## src/hdl/pmcs_params.svh

```systemverilog
`ifndef PMCS_PARAMS_SVH
`define PMCS_PARAMS_SVH

// ----------------------------------------------------------------
// Widths
// ----------------------------------------------------------------
`define PMCS_CODE_W     8
`define PMCS_WORD_W     16
`define PMCS_DAC_W      11
`define PMCS_TEMP_W     8
`define PMCS_PROD_W     23
`define PMCS_MV_W       13

// ----------------------------------------------------------------
// Command codes
// ----------------------------------------------------------------
`define PMCS_CMD_OPERATION  8'h01
`define PMCS_CMD_CLEAR      8'h03
`define PMCS_CMD_SETPOINT   8'h21
`define PMCS_CMD_SUMMARY    8'h79
`define PMCS_CMD_THERMAL    8'h7D

// ----------------------------------------------------------------
// Reset values and codes
// ----------------------------------------------------------------
`define PMCS_OP_ON_A        8'h01
`define PMCS_OP_ON_B        8'h80
`define PMCS_OP_RESET       8'h80
`define PMCS_SP_RESET       16'h1400
`define PMCS_SP_MIN         16'h0400
`define PMCS_SP_MAX         16'h55E1

// ----------------------------------------------------------------
// Reference DAC arithmetic
// ----------------------------------------------------------------
`define PMCS_DAC_MULT       7'h64
`define PMCS_DAC_SHIFT      10
`define PMCS_DAC_OFFSET     13'h0064
`define PMCS_DAC_MAX        13'h07FF
`define PMCS_DAC_AT_RESET   11'h190

// ----------------------------------------------------------------
// Thermal thresholds in degrees Celsius
// ----------------------------------------------------------------
`define PMCS_OVERTEMP_FAULT_FLAG_C     8'hA0
`define PMCS_OT_WARN_C      8'h87
`define PMCS_OT_HYST_C      8'h14

// ----------------------------------------------------------------
// Field positions
// ----------------------------------------------------------------
`define PMCS_SUM_OV         5
`define PMCS_SUM_OC_LO      4
`define PMCS_SUM_GND        3
`define PMCS_SUM_TEMP       2
`define PMCS_SUM_OUTPUT_VOLTAGE_FLAG       15
`define PMCS_SUM_OC_HI      14
`define PMCS_SUM_CCX        12
`define PMCS_SUM_PGN        11
`define PMCS_SUM_RSV_MASK   16'h27C3
`define PMCS_TH_FAULT       7
`define PMCS_TH_WARN        6
`define PMCS_TH_REL         3

`endif

```

## src/hdl/pmcs_pkg.sv

```systemverilog
`include "pmcs_params.svh"

package pmcs_pkg;

  typedef struct packed {
    logic                     valid;
    logic                     write;
    logic [`PMCS_CODE_W-1:0]  code;
    logic [`PMCS_WORD_W-1:0]  data;
  } pmcs_cmd_s;

  typedef struct packed {
    logic                     valid;
    logic                     err;
    logic [`PMCS_WORD_W-1:0]  data;
  } pmcs_rsp_s;

  typedef struct packed {
    logic en;
    logic ov;
    logic cc;
    logic peak;
    logic hiccup;
    logic gnd_short;
    logic pg;
  } pmcs_cond_s;

  typedef struct packed {
    logic ov;
    logic oc;
    logic gnd;
    logic output_voltage_flag;
    logic ccx;
    logic otf;
    logic otw;
    logic otr;
  } pmcs_flags_s;

  typedef struct packed {
    pmcs_cond_s               sync1;
    pmcs_cond_s               sync2;
    logic                     cc_prev;
    logic                     hic_seen;
    logic                     warn_live;
    logic [`PMCS_CODE_W-1:0]  op;
    logic [`PMCS_WORD_W-1:0]  sp;
    pmcs_flags_s              flg;
    logic                     alert;
    logic                     conv_on;
    logic [`PMCS_DAC_W-1:0]   dac;
    pmcs_rsp_s                rsp;
  } pmcs_state_s;

endpackage

```

## src/hdl/pmcs_regs.sv

```systemverilog
// Notes on behaviour
// - Writing 01h or 80h turns output on.
// - Enable pin overrides the on/off command.
// - Fault clear empties all latched status bits except edge events of its own cycle.
// - Fault clear also drops the alert output, unless an edge event sets a flag in the same cycle.
// - Persisting fault sets again, alerts again.
// - Fault clear is write only, never read.
// - Setpoint is 16-bit unsigned, 2^-10 V LSB.
// - Setpoint outside 1V..21.47V flags voltage abnormal.
// - Setpoint drives 11-bit reference DAC code.
// - Summary read returns two bytes, low first.
// - Low bit 5 marks output over-voltage.
// - Low bit 4 marks current limit or hiccup.
// - Low bit 3 marks ground short to battery.
// - Low bit 2 marks any thermal event.
// - High bit 7 marks any output-voltage event.
// - High bit 6 marks current limit or hiccup.
// - High bit 4 marks leaving current limit.
// - High bit 3 mirrors power not good live.
// - Reserved summary bits read as zero.
// - Thermal bit 7 marks 160C fault.
// - Thermal bit 6 warns at 135C, 20C hysteresis.
// - Thermal bit 3 marks warning release.
// - Writes take effect when the byte completes.
`timescale 1ns/100ps
`include "pmcs_params.svh"

module pmcs_regs
  import pmcs_pkg::*;
(
  input  wire logic                      clk,
  input  wire logic                      rst_n,
  input  wire pmcs_cmd_s                 cmd,
  input  wire pmcs_cond_s                cond,
  input  wire logic [`PMCS_TEMP_W-1:0]   die_temp_c,
  output logic                           conv_on,
  output logic [`PMCS_DAC_W-1:0]         dac_code,
  output logic                           alert_pin,
  output pmcs_rsp_s                      rsp
);

  // ----------------------------------------------------------------
  // Helper functions
  // ----------------------------------------------------------------
  function automatic logic pmcs_op_is_on(input logic [`PMCS_CODE_W-1:0] op);
    return (op == `PMCS_OP_ON_A) || (op == `PMCS_OP_ON_B);
  endfunction

  function automatic logic pmcs_in_span(input logic [`PMCS_WORD_W-1:0] sp);
    return (sp >= `PMCS_SP_MIN) && (sp <= `PMCS_SP_MAX);
  endfunction

  function automatic logic [`PMCS_DAC_W-1:0] pmcs_dac_of(input logic [`PMCS_WORD_W-1:0] sp);
    logic [`PMCS_PROD_W-1:0] prod;
    logic [`PMCS_MV_W-1:0]   mv;
    logic [`PMCS_MV_W-1:0]   diff;
    prod = `PMCS_PROD_W'(sp) * `PMCS_PROD_W'(`PMCS_DAC_MULT);
    mv   = prod[`PMCS_PROD_W-1:`PMCS_DAC_SHIFT];
    diff = mv - `PMCS_DAC_OFFSET;
    if (mv < `PMCS_DAC_OFFSET) begin
      return '0;
    end else if (diff > `PMCS_DAC_MAX) begin
      return `PMCS_DAC_W'(`PMCS_DAC_MAX);
    end else begin
      return diff[`PMCS_DAC_W-1:0];
    end
  endfunction

  // ----------------------------------------------------------------
  // State
  // ----------------------------------------------------------------
  pmcs_state_s st_q;
  pmcs_state_s st_d;

  // ----------------------------------------------------------------
  // Next state
  // ----------------------------------------------------------------
  always_comb begin
    pmcs_cond_s              live;
    pmcs_flags_s             lvl;
    pmcs_flags_s             edg;
    pmcs_flags_s             base;
    pmcs_flags_s             setv;
    logic                    clr;
    logic                    warn_n;
    logic [`PMCS_WORD_W-1:0] word;
    live   = st_q.sync2;
    lvl    = '0;
    edg    = '0;
    base   = '0;
    setv   = '0;
    clr    = 1'b0;
    warn_n = st_q.warn_live;
    word   = '0;
    st_d   = st_q;

    // Pin conditions pass two flip-flops before use.
    st_d.sync1 = cond;
    st_d.sync2 = st_q.sync1;

    clr = cmd.valid & cmd.write & (cmd.code == `PMCS_CMD_CLEAR);

    // Warning enters at threshold and releases below it minus hysteresis.
    if (die_temp_c >= `PMCS_OT_WARN_C) begin
      warn_n = 1'b1;
    end else if (die_temp_c < (`PMCS_OT_WARN_C - `PMCS_OT_HYST_C)) begin
      warn_n = 1'b0;
    end
    st_d.warn_live = warn_n;

    // Current-limit episode tracking for the exit event.
    st_d.cc_prev  = live.cc;
    st_d.hic_seen = live.hiccup | (st_q.hic_seen & ~(live.pg & ~live.cc));

    // Level conditions.
    lvl.ov   = live.ov;
    lvl.oc   = live.cc | live.peak | live.hiccup;
    lvl.gnd  = live.gnd_short;
    lvl.output_voltage_flag = live.ov | ~pmcs_in_span(st_q.sp);
    lvl.otf  = (die_temp_c >= `PMCS_OVERTEMP_FAULT_FLAG_C);
    lvl.otw  = warn_n;

    // Edge events are never lost to a simultaneous clear.
    edg.ccx = st_q.cc_prev & ~live.cc & ~live.hiccup & ~st_q.hic_seen;
    edg.otr = st_q.warn_live & ~warn_n;

    // Clear empties all flags but same-cycle edge events, persisting levels set again next cycle.
    base = clr ? pmcs_flags_s'('0) : st_q.flg;
    setv = pmcs_flags_s'((clr ? pmcs_flags_s'('0) : lvl) | edg);
    st_d.flg = pmcs_flags_s'(base | setv);

    // Alert rises on any newly set flag and drops on clear unless an edge event sets a flag in the same cycle.
    st_d.alert = (clr ? 1'b0 : st_q.alert) | (|(setv & ~base));

    st_d.conv_on = live.en & pmcs_op_is_on(st_q.op);
    st_d.dac     = pmcs_dac_of(st_q.sp);

    st_d.rsp = '0;
    if (cmd.valid) begin
      st_d.rsp.valid = 1'b1;
      if (cmd.write) begin
        case (cmd.code)
          `PMCS_CMD_OPERATION: begin
            st_d.op = cmd.data[`PMCS_CODE_W-1:0];
          end
          `PMCS_CMD_SETPOINT: begin
            st_d.sp = cmd.data;
          end
          `PMCS_CMD_CLEAR: begin
            st_d.rsp.err = 1'b0;
          end
          default: begin
            st_d.rsp.err = 1'b1;
          end
        endcase
      end else begin
        case (cmd.code)
          `PMCS_CMD_OPERATION: begin
            word[`PMCS_CODE_W-1:0] = st_q.op;
          end
          `PMCS_CMD_SETPOINT: begin
            word = st_q.sp;
          end
          `PMCS_CMD_SUMMARY: begin
            word[`PMCS_SUM_OV]    = st_q.flg.ov;
            word[`PMCS_SUM_OC_LO] = st_q.flg.oc;
            word[`PMCS_SUM_GND]   = st_q.flg.gnd;
            word[`PMCS_SUM_TEMP]  = st_q.flg.otf | st_q.flg.otw | st_q.flg.otr;
            word[`PMCS_SUM_OUTPUT_VOLTAGE_FLAG]  = st_q.flg.output_voltage_flag | st_q.flg.ov;
            word[`PMCS_SUM_OC_HI] = st_q.flg.oc;
            word[`PMCS_SUM_CCX]   = st_q.flg.ccx;
            word[`PMCS_SUM_PGN]   = ~live.pg;
          end
          `PMCS_CMD_THERMAL: begin
            word[`PMCS_TH_FAULT] = st_q.flg.otf;
            word[`PMCS_TH_WARN]  = st_q.flg.otw;
            word[`PMCS_TH_REL]   = st_q.flg.otr;
          end
          default: begin
            st_d.rsp.err = 1'b1;
          end
        endcase
        st_d.rsp.data = word;
      end
    end
  end

  // ----------------------------------------------------------------
  // Registers
  // ----------------------------------------------------------------
  always_ff @(posedge clk or negedge rst_n) begin
    if (!rst_n) begin
      st_q       <= '0;
      st_q.op    <= `PMCS_OP_RESET;
      st_q.sp    <= `PMCS_SP_RESET;
      st_q.dac   <= `PMCS_DAC_AT_RESET;
    end else begin
      st_q <= st_d;
    end
  end

  assign conv_on   = st_q.conv_on;
  assign dac_code  = st_q.dac;
  assign alert_pin = st_q.alert;
  assign rsp       = st_q.rsp;
endmodule

```

## config.mk

```make
export PLATFORM = sky130hd
export DESIGN_NAME = pmcs_regs
export DESIGN_NICKNAME = d
export VERILOG_FILES = /design/src/hdl/pmcs_pkg.sv /design/src/hdl/pmcs_regs.sv
export VERILOG_INCLUDE_DIRS = /design/src /design/src/hdl
export SDC_FILE = /design/constraint.sdc
export NUM_CORES = 1
export LEC_CHECK = 0
export ABC_CLOCK_PERIOD_IN_PS = 5300
export BUFFER_PORTS_ARGS = -buffer_cell sky130_fd_sc_hd__buf_2
export CORE_ASPECT_RATIO = 1.4
export CORE_MARGIN = 5
export CORE_UTILIZATION = 59
export DETAILED_ROUTE_END_ITERATION = 16
export PLACE_DENSITY = 0.83
export RECOVER_POWER = 100
export SETUP_SLACK_MARGIN = 0.1
export SYNTH_ARGS = -nofsm -noshare
export SYNTH_HDL_FRONTEND = slang
export SYNTH_SLANG_ARGS = --single-unit
```

## constraint.sdc

```tcl
create_clock -name clk -period 5.3 [get_ports clk]
set_input_delay 0.795 -clock clk [delete_from_list [all_inputs] [get_ports clk]]
set_output_delay 0.795 -clock clk [all_outputs]
set_load 0.02 [all_outputs]
```

=== Word-level counts from Yosys, hierarchy flattened ===
Cells that the tools add are included.

* Add/subtract/negate cells: 1
* $mul: 1
* Div/mod/pow operators: 0
* $lt $le $gt $ge: 7
* Equal/unequal tests: 7
* Shift-type cells: 0
* Mux-type cells: 21
* Bitwise gates (word level): 28
* Reductions and logical operators: 7

{| class="wikitable"
|+ Operators by type and width
! kind !! count
|-
| $mux W11 || 2
|-
| $mul A16 B5 Y21 const B || 1
|-
| $mux W18 || 1
|-
| $eq A8 B1 Y1 const B || 2
|-
| $eq A8 B7 Y1 const B || 2
|-
| $ge A16 B11 Y1 const B || 1
|-
| $ge A8 B8 Y1 const B || 2
|-
| $le A16 B15 Y1 const B || 1
|-
| $mux W16 || 1
|-
| $mux W8 || 2
|-
| $gt A13 B11 Y1 const B || 1
|-
| $lt A13 B7 Y1 const B || 1
|-
| $sub A13 B7 Y13 const B || 1
|-
| $pmux W2 S2 || 3
|-
| $pmux W2 S3 || 2
|-
| $and A1 B1 Y1 || 9
|-
| $and A8 B8 Y8 || 1
|-
| $eq A8 B2 Y1 const B || 1
|-
| $eq A8 B6 Y1 const B || 1
|-
| $eq A8 B8 Y1 const B || 1
|-
| $lt A8 B7 Y1 const B || 1
|-
| $not A8 Y8 || 1
|-
| $or A1 B1 Y1 || 8
|-
| $or A8 B4 Y8 || 1
|-
| other kinds (12) || 25
|}

* Flip-flop bits (word level): 80
* Bits in latches: 0
* Memory bits (writable): 0
* Bits in read-only memories: 0
* Input bits: 43
* Output and inout port bits: 31
* Logic and storage cells: 105
* Memories: 0

=== Depth between registers and ports, before layout ===
* Depth in word-level cells: 9
* Depth in mapped cells: 20

=== Worst setup path before layout ===
OpenSTA, ideal clock, no wires.

* Path type: register to register
* Start point: register st_q[44] (netlist name)
* End point: register st_q, in the netlist dac_code[2]
* Arrival time: 4.078 ns
* Data required time: 5.155 ns
* Setup slack: 1.077 ns
* Cell stages (with the launch flop): 18
* Buffers on the path: 0
* Clock period less this slack: 4.223 ns
* Cell sequence: dfrtp_1 -> ha_1 -> ha_1 -> inv_1 -> fa_1 -> inv_1 -> ha_1 -> a21o_4 -> o31a_4 -> nor2_1 -> xor2_1 -> ha_1 -> nor2b_1 -> a211oi_2 -> and2_1 -> a211oi_1 -> o22ai_1 -> a21oi_1

{| class="wikitable"
|+ RTL lines
! what !! line !! RTL
|-
| from (decl) || pmcs_regs.sv:72 || <nowiki>pmcs_state_s st_q;</nowiki>
|-
| from (signal assigned) || pmcs_regs.sv:198 || <nowiki>st_q <= st_d;</nowiki>
|}

==> results.sh <==
export IMPL_grt_max_degree=81
export IMPL_num_vias=4348
export IMPL_worst_ir_drop_vdd_mv=0.357
export IMPL_combPwrFrac_pct=54.0
export IMPL_hold_violations=0
export IMPL_ys_ff_latch=80
export IMPL_intPower_mw=1.66
export IMPL_synth_ff_type="dfrtp_1"
export IMPL_cts_resized=0
export IMPL_critPathLaunch="st_q[43]"
export IMPL_final_common_cell="dfrtp_1"
export IMPL_die_h_um=125
export IMPL_areaGrowthSynthToFinish_pct=8.75
export IMPL_finish_utilization_pct=64.8
export IMPL_placed_cells=707
export IMPL_rows=42
export IMPL_failed_checks="capacitance limit, slew limit"
export IMPL_core_area_um2=9300
export IMPL_power_switching_mw=1.28
export IMPL_clock_sinks=80
export IMPL_port_buffers=73
export IMPL_final_cells=723
export IMPL_r2r_setup_slack_ps=490
export IMPL_ys_seq_area_share_pct=36.2
export IMPL_multi_input_area_um2=3050
export IMPL_timing_rr_start="st_q[43]"
export IMPL_path_clk_slew_ps=60
export IMPL_drt_iter0_drc=231
export IMPL_reg2reg_depth=19
export IMPL_clock_latency_ps=340
export IMPL_via_per_inst=6.01
export IMPL_slew_viol_final=114
export IMPL_grt_antenna_before_repair=0
export IMPL_h_tree_depth=3
export IMPL_drive_above_1_share_pct=14.2
export IMPL_syn_cell_area_um2=5550
export IMPL_yosysWarnings=0
export IMPL_synth_cells=564
export IMPL_grt_pass1_wl_um=21300
export IMPL_finalSetupTns_ps=0
export IMPL_arrival_ps=5010
export IMPL_critPathKind="register to register"
export IMPL_wl_um=12900
export IMPL_critPathLaunchType="register"
export IMPL_synth_cell_types=71
export IMPL_cp_end_kind="register"
export IMPL_post_cts_buffers=0
export IMPL_syn_mean_instance_area_um2=9.83
export IMPL_ant_nets=0
export IMPL_nets=730
export IMPL_critical_path_required_ps=5500
export IMPL_switching_share_pct=43.5
export IMPL_cts_buffer_depth=2
export IMPL_clock_power_share_pct=22.9
export IMPL_worst_pin_slew_ps=4060
export IMPL_drc=0
export IMPL_fin_crit_ps=4810
export IMPL_final_setup_viol_count=0
export IMPL_crit_fanout=8
export IMPL_async_flop_share_pct=100
export IMPL_overflow=0
export IMPL_nFillCells=718
export IMPL_postCtsHoldBufs=0
export IMPL_syn_num_nets=686
export IMPL_worst_slew_margin_rel_pct=-170
export IMPL_max_cap_violations=2
export IMPL_dieArea_um2=11500
export IMPL_status="finished, violations left"
export IMPL_grt_usage_pct=23.1
export IMPL_fin_crit_sh_pct=90.8
export IMPL_first_global_vias=4389
export IMPL_numCtsBuffers=9
export IMPL_p_per_area_nw_per_um2=488
export IMPL_rsz0062_at_grt="no"
export IMPL_seqPwrFrac_pct=23.1
export IMPL_seq_area_um2=2010
export IMPL_drtPass1Iterations=9
export IMPL_layout_common_cells="74 x dfrtp_1, 69 x ha_1, 52 x nand2_1"
export IMPL_fmax_mhz=208
export IMPL_cts_tree="built"
export IMPL_cts_root_buffer="clkbuf_16"
export IMPL_start_util_pct=59.6
export IMPL_r2r_end="dac_code[1]"
export IMPL_synth_edf_count=0
export IMPL_total_power_mw=2.94
export IMPL_skew_ps=9.30
export IMPL_fp_dieW_um=91.9
export IMPL_ioPinCount=74
export IMPL_diodes=0
export IMPL_leakage_nw=2.83
export IMPL_hold_class="register to register"
export IMPL_hpwl_um=9990
export IMPL_endpoint="dac_code[1]"
export IMPL_gp_congestion=0.930
export IMPL_routedWlPerCell_um=17.9
[through the flow]
stage | hold WS (ps) | instance area [um2] | worst slack, ps
2_1_floorplan | 331 | 5550 | 1080
3_3_place_gp | 333 | 5770 | 815
3_5_place_dp | 336 | 5770 | 606
4_1_cts | 345 | 6100 | 594
5_1_grt | 353 | 6030 | 165
6_report | 344 | 6030 | 486
[power by group through the flow]
stage          combinational [mW]  clock (mW)  sequential [mW]
2_1_floorplan                1.27           0            0.682
3_3_place_gp                 1.51           0            0.689
3_5_place_dp                 1.57           0            0.691
4_1_cts                      1.58       0.675            0.680
5_1_grt                      1.72       0.700            0.684
6_report                     1.59       0.673            0.681
[layer usage]
| layer | GRT usage, % | vias up | wire [um] |
|---|---|---|---|
| li1 | - | 2044 | - |
| met1 | 25.8 | 2083 | 4850 |
| met2 | 42.3 | 181 | 6870 |
| met3 | 3.69 | 40 | 730 |
| met4 | 10.7 | 0 | 486 |
| met5 | 0 | - | 0 |
[sequential cells by signal (all words and copies together), names as in the netlist]
name / cells
dac_code: 11
st_q: 41
conv_on: 1
rsp: 18
st_d: 8
alert_pin: 1
[worst min path at each step]
stage / start / endpoint / cells past startpoint
4_1_cts: st_d[67] / st_q[67] / 0
2_1_floorplan: st_d[70] / st_d[65] / 0
3_5_place_dp: st_d[67] / st_q[67] / 0
5_1_grt: st_d[71] / st_q[71] / 0
6_report: st_d[67] / st_q[67] / 0
3_3_place_gp: st_d[67] / st_q[67] / 0
[cells by family (layout without fill, tap and decap cells)]
kind of cell | after synthesis | count (layout) | synth area share (%)
AO/OA/AOI/OAI | 127 | 127 | 15.5
buffers and inverters | 89 | 138 | 8.35
AND/OR/NAND/NOR | 152 | 152 | 13.8
multiplexers | 19 | 19 | 3.72
flip-flops | 80 | 80 | 36.2
XOR/XNOR | 18 | 18 | 3.23
adder cells (fa/ha/maj) | 79 | 79 | 19.2
[synth_stat cells (4+ instances only)]
cell	number	area, um2
nand2_1	52	195
dfrtp_1	74	1850
o22ai_1	7	43.8
o21a_1	4	30.0
nor3_1	15	75.1
nand2b_1	4	25.0
o21ai_0	31	155
nand3_1	8	40.0
a211oi_1	4	30.0
fa_1	10	200
buf_4	29	218
ha_1	69	863
nor2b_1	4	25.0
a21oi_1	31	155
clkbuf_1	4	15.0
xnor2_1	9	78.8
nor2_1	34	128
inv_1	49	184
a21o_1	9	67.6
and2_1	4	25.0
nor4_1	9	56.3
mux2_2	13	146
mux2i_1	6	60.1
xor2_1	7	61.3
a32oi_1	5	43.8
buf_2	4	20.0
dfstp_2	6	158
[area by class of cell]
cell class | instances | area share, %
clock inverter | 7 | 1.68
sequential | 80 | 33.3
inverter | 49 | 3.05
clock buffer | 9 | 3.73
timing repair buffer | 73 | 5.33
multi-input combinational | 395 | 50.6
tap | 110 | 2.28
[critical path, stage by stage (launching register included)]
cell	delay, ps
dfrtp_1	420
inv_1	100
ha_1	300
ha_1	270
inv_1	50
fa_1	510
inv_1	50
ha_1	350
nand3_1	180
o21ai_2	320
o31a_2	250
nor2_1	70
xor2_1	180
ha_1	260
nor2b_1	160
a211oi_2	360
and2_1	240
a211oi_1	100
o22ai_1	350
a21oi_1	140
Power figures use the tool's default switching activity.
